`config.mk`:
```
export PLATFORM = sky130hd
export DESIGN_NAME = sysctl_upper
export DESIGN_NICKNAME = d
export VERILOG_FILES = /design/src/include/sysctl_pkg.sv /design/src/verilog/sysctl_upper.sv
export SDC_FILE = /design/constraint.sdc
export NUM_CORES = 1
export LEC_CHECK = 0
export BUFFER_PORTS_ARGS = -buffer_cell sky130_fd_sc_hd__buf_2
export CAP_MARGIN = 20
export CORE_AREA = 2 2 66 68
export CTS_BUF_LIST = sky130_fd_sc_hd__clkbuf_8
export CTS_CLUSTER_DIAMETER = 40
export DETAILED_ROUTE_END_ITERATION = 16
export DIE_AREA = 0 0 68 70
export PLACE_DENSITY = 0.82
export SLEW_MARGIN = 20
export SYNTH_ARGS = -nofsm -noshare
export SYNTH_HDL_FRONTEND = slang
export SYNTH_SLANG_ARGS = --single-unit
```
`constraint.sdc`:
```
create_clock -name clk_in -period 4.54 [get_ports clk_in]
set_input_delay 0.908 -clock clk_in [delete_from_list [all_inputs] [get_ports clk_in]]
set_output_delay 0.908 -clock clk_in [all_outputs]
set_load 0.03 [all_outputs]
```
`src/include/sysctl_pkg.sv`:
```
// package for the system control upper field block
// assumes a single 40 MHz clock and an Avalon-MM register slave
`default_nettype none
package sysctl_pkg;
    // ************************************************************
    // register map
    // ************************************************************
    localparam logic [3:0]  SYSCTL_ADDR_CONFIG   = 4'h0;
    localparam logic [3:0]  SYSCTL_ADDR_IRQ_STAT = 4'h4;
    localparam logic [3:0]  SYSCTL_ADDR_IRQ_EN   = 4'h8;
    localparam logic [3:0]  SYSCTL_ADDR_IRQ_CLR  = 4'hC;
    localparam logic [3:0]  SYSCTL_ADDR_PWR_WR   = 4'h0;
    localparam logic [3:0]  SYSCTL_ADDR_SOCK_SEL = 4'h0;
    // ************************************************************
    // field positions in the config word
    // ************************************************************
    localparam int          SYSCTL_BIT_STEP_HI   = 31;
    localparam int          SYSCTL_BIT_STEP_LO   = 30;
    localparam int          SYSCTL_BIT_TIE       = 29;
    localparam int          SYSCTL_BIT_RSVD28    = 28;
    localparam int          SYSCTL_BIT_OSC       = 27;
    localparam int          SYSCTL_BIT_ROUTE     = 26;
    localparam int          SYSCTL_BIT_FLAG      = 25;
    localparam int          SYSCTL_BIT_EN        = 24;
    localparam int          SYSCTL_BIT_RSVD23    = 23;
    localparam int          SYSCTL_BIT_SPARE     = 22;
    localparam int          SYSCTL_BIT_PROT      = 21;
    localparam int          SYSCTL_BIT_SOCKET    = 0;
    // ************************************************************
    // reset values and constant values
    // ************************************************************
    localparam logic [1:0]  SYSCTL_RST_STEP      = 2'h0;
    localparam logic        SYSCTL_RST_TIE       = 1'h0;
    localparam logic        SYSCTL_RST_ROUTE     = 1'h0;
    localparam logic        SYSCTL_RST_EN        = 1'h0;
    localparam logic        SYSCTL_RST_SPARE     = 1'h1;
    localparam logic        SYSCTL_RST_PROT      = 1'h0;
    localparam logic        SYSCTL_OSC_VALUE     = 1'h1;
    localparam logic [1:0]  SYSCTL_IRQ_W         = 2'h2;
    // ************************************************************
    // slave state machine
    // ************************************************************
    typedef enum logic [1:0] {
        SYSCTL_ST_IDLE = 2'b01,
        SYSCTL_ST_ACK  = 2'b10
    } sysctl_state_t;
endpackage : sysctl_pkg
`default_nettype wire

```
`src/verilog/sysctl_upper.sv`:
```
// system control upper fields (bits 31..21) with Avalon-MM slave
// assumes synchronous bus master; pins are synchronised to clk_in here
`default_nettype none
module sysctl_upper
    import sysctl_pkg::*;
#(
    parameter int SOCKETS = 2
) (
    // clock and reset
    input  wire logic                clk_in,
    input  wire logic                arst_n_in,
    // avalon-mm slave
    input  wire logic [3:0]          avs_address_in,
    input  wire logic                avs_read_in,
    input  wire logic                avs_write_in,
    input  wire logic [31:0]         avs_writedata_in,
    input  wire logic [3:0]          avs_byteenable_in,
    output logic [31:0]              avs_readdata_out,
    output logic                     avs_waitrequest_out,
    // socket selection for per-socket fields
    input  wire logic                sock_sel_in,
    // socket power write events and card presence
    input  wire logic [SOCKETS-1:0]  pwr_write_in,
    input  wire logic [SOCKETS-1:0]  cb_card_in,
    // raw interrupt inputs a and b
    input  wire logic                irq_a_in,
    input  wire logic                irq_b_in,
    // interrupt slot mapping a..d
    output logic [3:0]               serial_slot_out,
    output logic                     pin_reg_tie_out,
    // power write interrupt routing
    output logic                     legacy_irq_line_2_out,
    output logic [SOCKETS-1:0]       card_status_change_irq_out,
    // spare cardbus terminals
    output logic [SOCKETS-1:0]       spare_pin_out,
    output logic [SOCKETS-1:0]       spare_pin_oe_out,
    // supply protection
    output logic [SOCKETS-1:0]       supply_protect_on_out,
    // block interrupt
    output logic                     irq_out
);
    // ************************************************************
    // input synchronisers
    // ************************************************************
    logic [SOCKETS-1:0] pwr_meta, pwr_sync, pwr_last;
    logic [SOCKETS-1:0] card_meta, card_sync;
    logic [1:0]         irq_meta, irq_sync;

    // two flops on every pin input
    always_ff @(posedge clk_in or negedge arst_n_in) begin
        if (!arst_n_in) begin
            pwr_meta  <= '0;
            pwr_sync  <= '0;
            pwr_last  <= '0;
            card_meta <= '0;
            card_sync <= '0;
            irq_meta  <= '0;
            irq_sync  <= '0;
        end else begin
            pwr_meta  <= pwr_write_in;
            pwr_sync  <= pwr_meta;
            pwr_last  <= pwr_sync;
            card_meta <= cb_card_in;
            card_sync <= card_meta;
            irq_meta  <= {irq_b_in, irq_a_in};
            irq_sync  <= irq_meta;
        end
    end

    // ************************************************************
    // register state
    // ************************************************************
    logic [1:0]         step;
    logic               tie;
    logic               route;
    logic               smi_en;
    logic               spare;
    logic [SOCKETS-1:0] prot_off;
    logic [SOCKETS-1:0] flag;
    logic [1:0]         irq_stat;
    logic [1:0]         irq_en;
    sysctl_state_t      state;
    sysctl_state_t      next_state;

    // ************************************************************
    // bus decode
    // ************************************************************
    wire                wr_cfg   = avs_write_in && state == SYSCTL_ST_ACK
                                   && avs_address_in == SYSCTL_ADDR_CONFIG;
    wire                wr_en    = avs_write_in && state == SYSCTL_ST_ACK
                                   && avs_address_in == SYSCTL_ADDR_IRQ_EN;
    wire                wr_clr   = avs_write_in && state == SYSCTL_ST_ACK
                                   && avs_address_in == SYSCTL_ADDR_IRQ_CLR;
    wire                be3      = avs_byteenable_in[3];
    wire                be2      = avs_byteenable_in[2];
    wire                be0      = avs_byteenable_in[0];
    wire [SOCKETS-1:0]  sel_mask = SOCKETS'(1) << sock_sel_in;
    wire [SOCKETS-1:0]  pwr_evt  = pwr_sync & ~pwr_last;
    wire [SOCKETS-1:0]  flag_set = smi_en ? pwr_evt : '0;
    wire [SOCKETS-1:0]  flag_clr = (wr_cfg && be3 && avs_writedata_in[SYSCTL_BIT_FLAG])
                                   ? sel_mask : '0;
    wire [1:0]          evt      = {|(flag_set & ~flag), |flag_set};
    wire [1:0]          stat_clr = (wr_clr && be0) ? avs_writedata_in[1:0] : 2'h0;

    // one wait cycle then acknowledge
    assign next_state = (state == SYSCTL_ST_IDLE && (avs_read_in || avs_write_in))
                        ? SYSCTL_ST_ACK : SYSCTL_ST_IDLE;
    assign avs_waitrequest_out = (avs_read_in || avs_write_in) && state != SYSCTL_ST_ACK;

    // bus handshake state
    always_ff @(posedge clk_in or negedge arst_n_in) begin
        if (!arst_n_in) begin
            state <= SYSCTL_ST_IDLE;
        end else begin
            state <= next_state;
        end
    end

    // ************************************************************
    // config word
    // ************************************************************
    always_ff @(posedge clk_in or negedge arst_n_in) begin
        if (!arst_n_in) begin
            step     <= SYSCTL_RST_STEP;
            tie      <= SYSCTL_RST_TIE;
            route    <= SYSCTL_RST_ROUTE;
            smi_en   <= SYSCTL_RST_EN;
            spare    <= SYSCTL_RST_SPARE;
            prot_off <= {SOCKETS{SYSCTL_RST_PROT}};
        end else if (wr_cfg) begin
            if (be3) begin
                step   <= avs_writedata_in[SYSCTL_BIT_STEP_HI:SYSCTL_BIT_STEP_LO];
                tie    <= avs_writedata_in[SYSCTL_BIT_TIE];
                route  <= avs_writedata_in[SYSCTL_BIT_ROUTE];
                smi_en <= avs_writedata_in[SYSCTL_BIT_EN];
            end
            if (be2) begin
                spare    <= avs_writedata_in[SYSCTL_BIT_SPARE];
                prot_off <= avs_writedata_in[SYSCTL_BIT_PROT] ? (prot_off | sel_mask)
                                                              : (prot_off & ~sel_mask);
            end
        end
    end

    // sticky flags; a set in the same cycle beats the clear
    always_ff @(posedge clk_in or negedge arst_n_in) begin
        if (!arst_n_in) begin
            flag     <= '0;
            irq_stat <= 2'h0;
            irq_en   <= 2'h0;
        end else begin
            flag     <= (flag & ~flag_clr) | flag_set;
            irq_stat <= (irq_stat & ~stat_clr) | evt;
            if (wr_en && be0) begin
                irq_en <= avs_writedata_in[1:0];
            end
        end
    end

    // ************************************************************
    // read data
    // ************************************************************
    wire [31:0] cfg_word = {step, tie, 1'b0, SYSCTL_OSC_VALUE, route,
                            flag[sock_sel_in], smi_en, 1'b0, spare,
                            prot_off[sock_sel_in], 21'h0};
    wire [31:0] rd_mux   = (avs_address_in == SYSCTL_ADDR_CONFIG)   ? cfg_word :
                           (avs_address_in == SYSCTL_ADDR_IRQ_STAT) ? {30'h0, irq_stat} :
                           (avs_address_in == SYSCTL_ADDR_IRQ_EN)   ? {30'h0, irq_en} :
                                                                     32'h0;

    // read data registered on the waiting cycle
    always_ff @(posedge clk_in or negedge arst_n_in) begin
        if (!arst_n_in) begin
            avs_readdata_out <= 32'h0;
        end else if (avs_read_in && state == SYSCTL_ST_IDLE) begin
            avs_readdata_out <= rd_mux;
        end
    end

    // ************************************************************
    // outputs
    // ************************************************************
    wire        irq_b_eff = tie ? 1'b0 : irq_sync[1];
    wire        irq_a_eff = irq_sync[0] | (tie & irq_sync[1]);
    wire [3:0]  slot_raw  = {2'b00, irq_b_eff, irq_a_eff};

    // rotate a/b into the chosen slot pair
    always_ff @(posedge clk_in or negedge arst_n_in) begin
        if (!arst_n_in) begin
            serial_slot_out <= 4'h0;
        end else begin
            serial_slot_out <= 4'((slot_raw << step) | (slot_raw >> (3'd4 - {1'b0, step})));
        end
    end

    assign pin_reg_tie_out            = tie;
    assign legacy_irq_line_2_out      = ~route & (|flag);
    assign card_status_change_irq_out = route ? flag : '0;
    assign spare_pin_out              = '0;
    assign spare_pin_oe_out           = spare ? card_sync : '0;
    assign supply_protect_on_out      = ~prot_off;
    assign irq_out                    = |(irq_stat & irq_en);
endmodule : sysctl_upper
`default_nettype wire

```
---- Word level (Yosys, flattened, before mapping) ----
Index checks and enable logic that the tools add are counted.
word-level totals
  bits in registers ....................... 66
operators by class
  bitwise logic cells ..................... 20
  reduce and logical (&&, ||, !) cells .... 19
  add/subtract/negate cells ............... 1
  magnitude comparators ................... 1
  muxes and demuxes ....................... 15
  shift operators ......................... 3
  equal/unequal tests ..................... 6
operators by type and width
  cell                 number
  $mux 32              1
  $mux 2               9
  $and 2x2->2          6
  $not 2->2            6
  $logic_and 1x1->1    11
  $eq 4x4->1 const B   2
  $reduce_or 2->1      4
  $or 2x2->2           3
  $mux 1               5
  $eq 4x3->1 const B   1
  $logic_not 4->1      1
  $or 4x4->4           1
  $reduce_and 2->1     2
  $shl 2x2->4          1
  $shr 2x3->4          1
  $sub 3x2->3 const A  1
  $and 1x1->1          2
  $eq 2x1->1 const B   1
  $eq 2x2->1 const B   1
  $lt 1x2->1 const B   1
  $ne 2x2->1 const B   1
  $shl 1x1->2 const A  1
  $logic_or 1x1->1     1
  $not 1->1            1
  $or 1x1->1           1

---- Longest topological paths before layout ----
  depth in word-level cells ............... 9
  gate-level depth with buffers ........... 6
  gate-level depth less buffers ........... 5

---- Least setup slack after synthesis ----
No wires, ideal clock.
  path kind ............................... input-to-output
  start point ............................. input avs_write_in
  end point ............................... output avs_waitrequest_out
  path buffers ............................ 0
  required time ........................... 3.632 ns
  arrival time ............................ 1.422 ns
  stages .................................. 2
  slack ................................... 2.210 ns
  path through ............................ nor2_1 a21oi_1
between the ends
  longest elaborated chain between the ends .. 2
RTL lines
  element            line                 text
  start, declared    sysctl_upper.sv:15   input wire logic avs_write_in,
  $logic_or 1x1->1   sysctl_upper.sv:108  assign avs_waitrequest_out = (avs_read_in || avs_write_in) && state != SYSCTL_ST_ACK;
  $logic_and 1x1->1  sysctl_upper.sv:108
  end, declared      sysctl_upper.sv:19   output logic avs_waitrequest_out,
No other way between the ends.

---- Worst setup path in the final report ----
Ends and elaborated chain as after synthesis.

==> run_results.csv <==
group,metric,value,unit
run_status,status,"finished, final reports clean",
critical_path,timing.rr.end,"avs_readdata_out[30]",
placed_design,gp_routability_congestion,0.726,
run,max_capacitance_violation_count,0,
global_route,antenna_found_initial,0,
final_layout,post_route_cells_drive_above_1_share,33.8,%
critical_path,rr_worst_depth,3,
yosys,syn-mean-instance-area,12.2,um^2
placed_design,dp_slack,2.08,ns
power,clkPwrFrac,31.2,%
yosys,yosys.cell_count.top_type,"dfrtp_1",
drt,vias,1329,
critical_path,timing.critical_path.fanout_max,2,
clock_tree,cts_buffer_depth,2,
sta,timing.fmax,437,MHz
worst_hold_path,hold_depth,0,
worst_hold_path,holdCritPathClass,"reg2reg",
yosys,synth_sequential_area_ratio,56.0,%
power,combPwrFrac,19.9,%
clock_tree,clock_insertion_delay_worst_skew,0.30,ns
drt,average_routed_wire_per_standard_cell,12.9,um
final_layout,antenna_cells_inserted,0,
sta,worst_slew_pin_slew,0.952,ns
yosys,complex_gate_fraction_of_the_synthesized_area,10.7,%
floorplan,placement_rows,24,
yosys,yosys.area.top_type_share,53.4,%
critical_path,crit_slowest_cell,"buf_2",
yosys,postSynth.topFlopCell,"dfrtp_1",
yosys,synthCells,165,
power,power.density,414,nW/um^2
global_route,grt_start_max_net_pins,46,
placed_design,portBuffers,52,
final_layout,area.growth.synth_to_final,16.1,%
global_route,grt_overflow,0,
critical_path,worst_setup_path_end_kind,"output pin",
clock_tree,tritoncts,"built",
yosys,synth_cell_types,41,
yosys,synth-simple-area-share,13.2,%
sta,skew,0.00605,ns
global_route,grt.total_usage,16.4,%
power,internal,684,uW
yosys,synth_enable_flop_cells,0,
floorplan,die_area,4760,um^2
floorplan,floorplan.core_area,4140,um^2
floorplan,fp.dieW,68,um
clock_tree,clockRootBuffer,"clkbuf_8",
critical_path,timing.setup.critical_path_class,"in2out",
critical_path,critical_path.most_common_cell,"buf_2",
clock_tree,cts_buffers,5,
yosys,main_combinational_cell_family_by_area_after_synthesis,"simple AND/OR/NAND/NOR gates",
final_layout,utilization,56.4,%
yosys,post_synth_most_frequent_cells,"dfrtp_1, buf_4, a22o_1",
yosys,synth_mux_area_share,7.02,%
critical_path,crit_path_start_kind,"primary input",
sta,clock_period_minus_final_worst_setup_slack,2.29,ns
drt,drt_iter0_markers,83,
sta,rsz0062_at_grt,"false",
clock_tree,post-cts-setup-buffer-count,0,
power,power_frac_seq,48.9,%
power,worst_ir_drop_vdd,0.154,mV
sta,finalMaxSlewViolations,0,
clock_tree,clk_transition_reported_paths,0.08,ns
power,power.net_switching,285,uW
clock_tree,cts_sinks,45,
floorplan,design.portCount,99,
sta,layout_setup_ws,2.25,ns
power,p_leak,1.23,nW
drt,drt-pass1-iter-count,4,
placed_design,dpl.hpwl,2620,um
sta,setup-violations-final,0,
critical_path,reg2reg_setup_slack,2.59,ns
drt,post_drt_via_cell_ratio,4.90,
clock_tree,post_cts.resized_instances,0,
global_route,via_count_of_the_first_global_routing_pass,1300,
clock_tree,cts_max_level,2,
drt,ant_nets,0,
critical_path,cp_data_arrival_time,1.38,ns
yosys,post_synth_fa_ha_maj_area_fraction,0.621,%
yosys,synthArstFlopShare,100,%
final_layout,num-nets-final,270,
critical_path,worst_r2r_startpoint,"state[0]",
clock_tree,postCtsHoldBufs,0,
yosys,biggest_area_contributors_in_the_synthesized_netlist,"dfrtp_1, buf_4, a22o_1, mux2_4, mux2_2",
drt,route.detailed.drc,0,
final_layout,final_standard_cell_count_with_taps_included_and_fillers_excluded,271,
global_route,grt_pass1_wl,5750,um
floorplan,initial_cell_density_of_the_core,48.6,%
sta,hold_violations,0,
yosys,synthDominantAreaCellType,"dfrtp_1",
drt,wirelength,3500,um
yosys,synth_warnings,0,
power,p_sw_share,29.4,%
worst_hold_path,worstHoldStart,"card_meta[1]",
critical_path,critPathBufInv,2,
sta,finalCritPeriodShare,50.4,%
worst_hold_path,min_to,"card_sync[1]",
yosys,combined_area_of_all_synthesized_cells,2010,um^2
sta,slew_headroom,36.6,%
yosys,synthXorXnorAreaFrac,0.435,%
sta,setup_tns,0,ns
critical_path,required,3.63,ns
critical_path,critPathTopFamily,"buffers and inverters",
placed_design,placed_cells,263,
critical_path,crit_path_cells,"buf_2 -> nor2_1 -> a21oi_1 -> buf_2",
floorplan,die_height,70,um
yosys,ys_ff_latch,45,
critical_path,max_stage_delay,0.18,ns
[kinds of logic after synthesis]
kind of cell / Yosys count
AO/OA/AOI/OAI: 28
XOR/XNOR: 1
adder cells (fa/ha/maj): 1
buffers and inverters: 38
flip-flops: 45
multiplexers: 11
other: 1
AND/OR/NAND/NOR: 40
[cells in the final DEF, fill, tap and decap left out, types with 2 or more instances in the layout]
master	count
nand3b_1	2
mux2_2	5
nor2b_1	4
conb_1	23
dfstp_2	2
o21ai_0	5
nand2_1	4
nand4_1	4
dfrtp_1	43
nor2_1	9
and3b_1	2
and2_1	5
inv_1	11
buf_2	52
mux2_4	5
a22o_1	14
clkbuf_8	6
[through the flow]
step                      hold WS [ns]  instance area (um^2)  power [mW]
after floorplan                  0.331                  2100       0.630
after global placement           0.333                  2220       0.669
after detailed placement         0.336                  2220       0.676
after CTS                        0.354                  2340       0.984
after global routing             0.361                  2340        1.02
final                            0.350                  2340       0.969
[worst max-delay path by stage]
stage,startpoint,to,slack [ns],cells after the start
floorplan,avs_write_in,avs_waitrequest_out,2.21,2
global placement,avs_read_in,avs_readdata_out[31],2.12,4
detailed placement,avs_read_in,avs_readdata_out[30],2.08,4
CTS,avs_read_in,avs_waitrequest_out,2.24,4
global route,avs_write_in,avs_waitrequest_out,2.19,4
finish,avs_write_in,avs_waitrequest_out,2.25,4
[flip-flops by register name, indices dropped and copies added, names as in the netlist, named ones only]
register          flops
avs_readdata_out     11
card_meta             2
card_sync             2
flag                  2
irq_en                2
irq_meta              2
irq_stat              2
irq_sync              2
pin_reg_tie_out       1
pwr_last              2
pwr_meta              2
pwr_sync              2
route                 1
serial_slot_out       4
smi_en                1
spare                 1
state                 2
step                  2
[metal layers]
metal / routed length (um) / GRT usage (%) / up-vias / share of wire (%)
met4: 113 / 8.67 / 0 / 3.2
met3: 195 / 5.31 / 11 / 5.6
met2: 1730 / 25.9 / 38 / 50
met1: 1460 / 19.4 / 646 / 42
li1: - / - / 634 / -
met5: 0 / 0 / - / 0
[power by group through the flow]
| stage | Clock [mW] | Sequential [mW] | Combinational (mW) |
|---|---|---|---|
| after CTS | 0.315 | 0.474 | 0.195 |
| after global routing | 0.332 | 0.480 | 0.210 |
| final | 0.303 | 0.474 | 0.193 |
| after global placement | 0 | 0.479 | 0.190 |
| after floorplan | 0 | 0.495 | 0.135 |
| after detailed placement | 0 | 0.482 | 0.194 |
[final cells by class]
| class | count | area, um^2 |
|---|---|---|
| Fill cell | 367 | 1810 |
| Multi-Input combinational cell | 104 | 731 |
| Clock inverter | 2 | 33.8 |
| Timing Repair Buffer | 52 | 260 |
| Clock buffer | 6 | 82.6 |
| Sequential cell | 45 | 1130 |
| Inverter | 10 | 37.5 |
| Tap cell | 52 | 65.1 |
[worst reg2reg max path, delay by kind of cell, from the launching register on]
kind,cells,cell delay [ns]
compound gates,1,0.22
flops,1,0.54
simple gates,2,1.14
No activity file was read; power rests on OpenSTA's default activity.
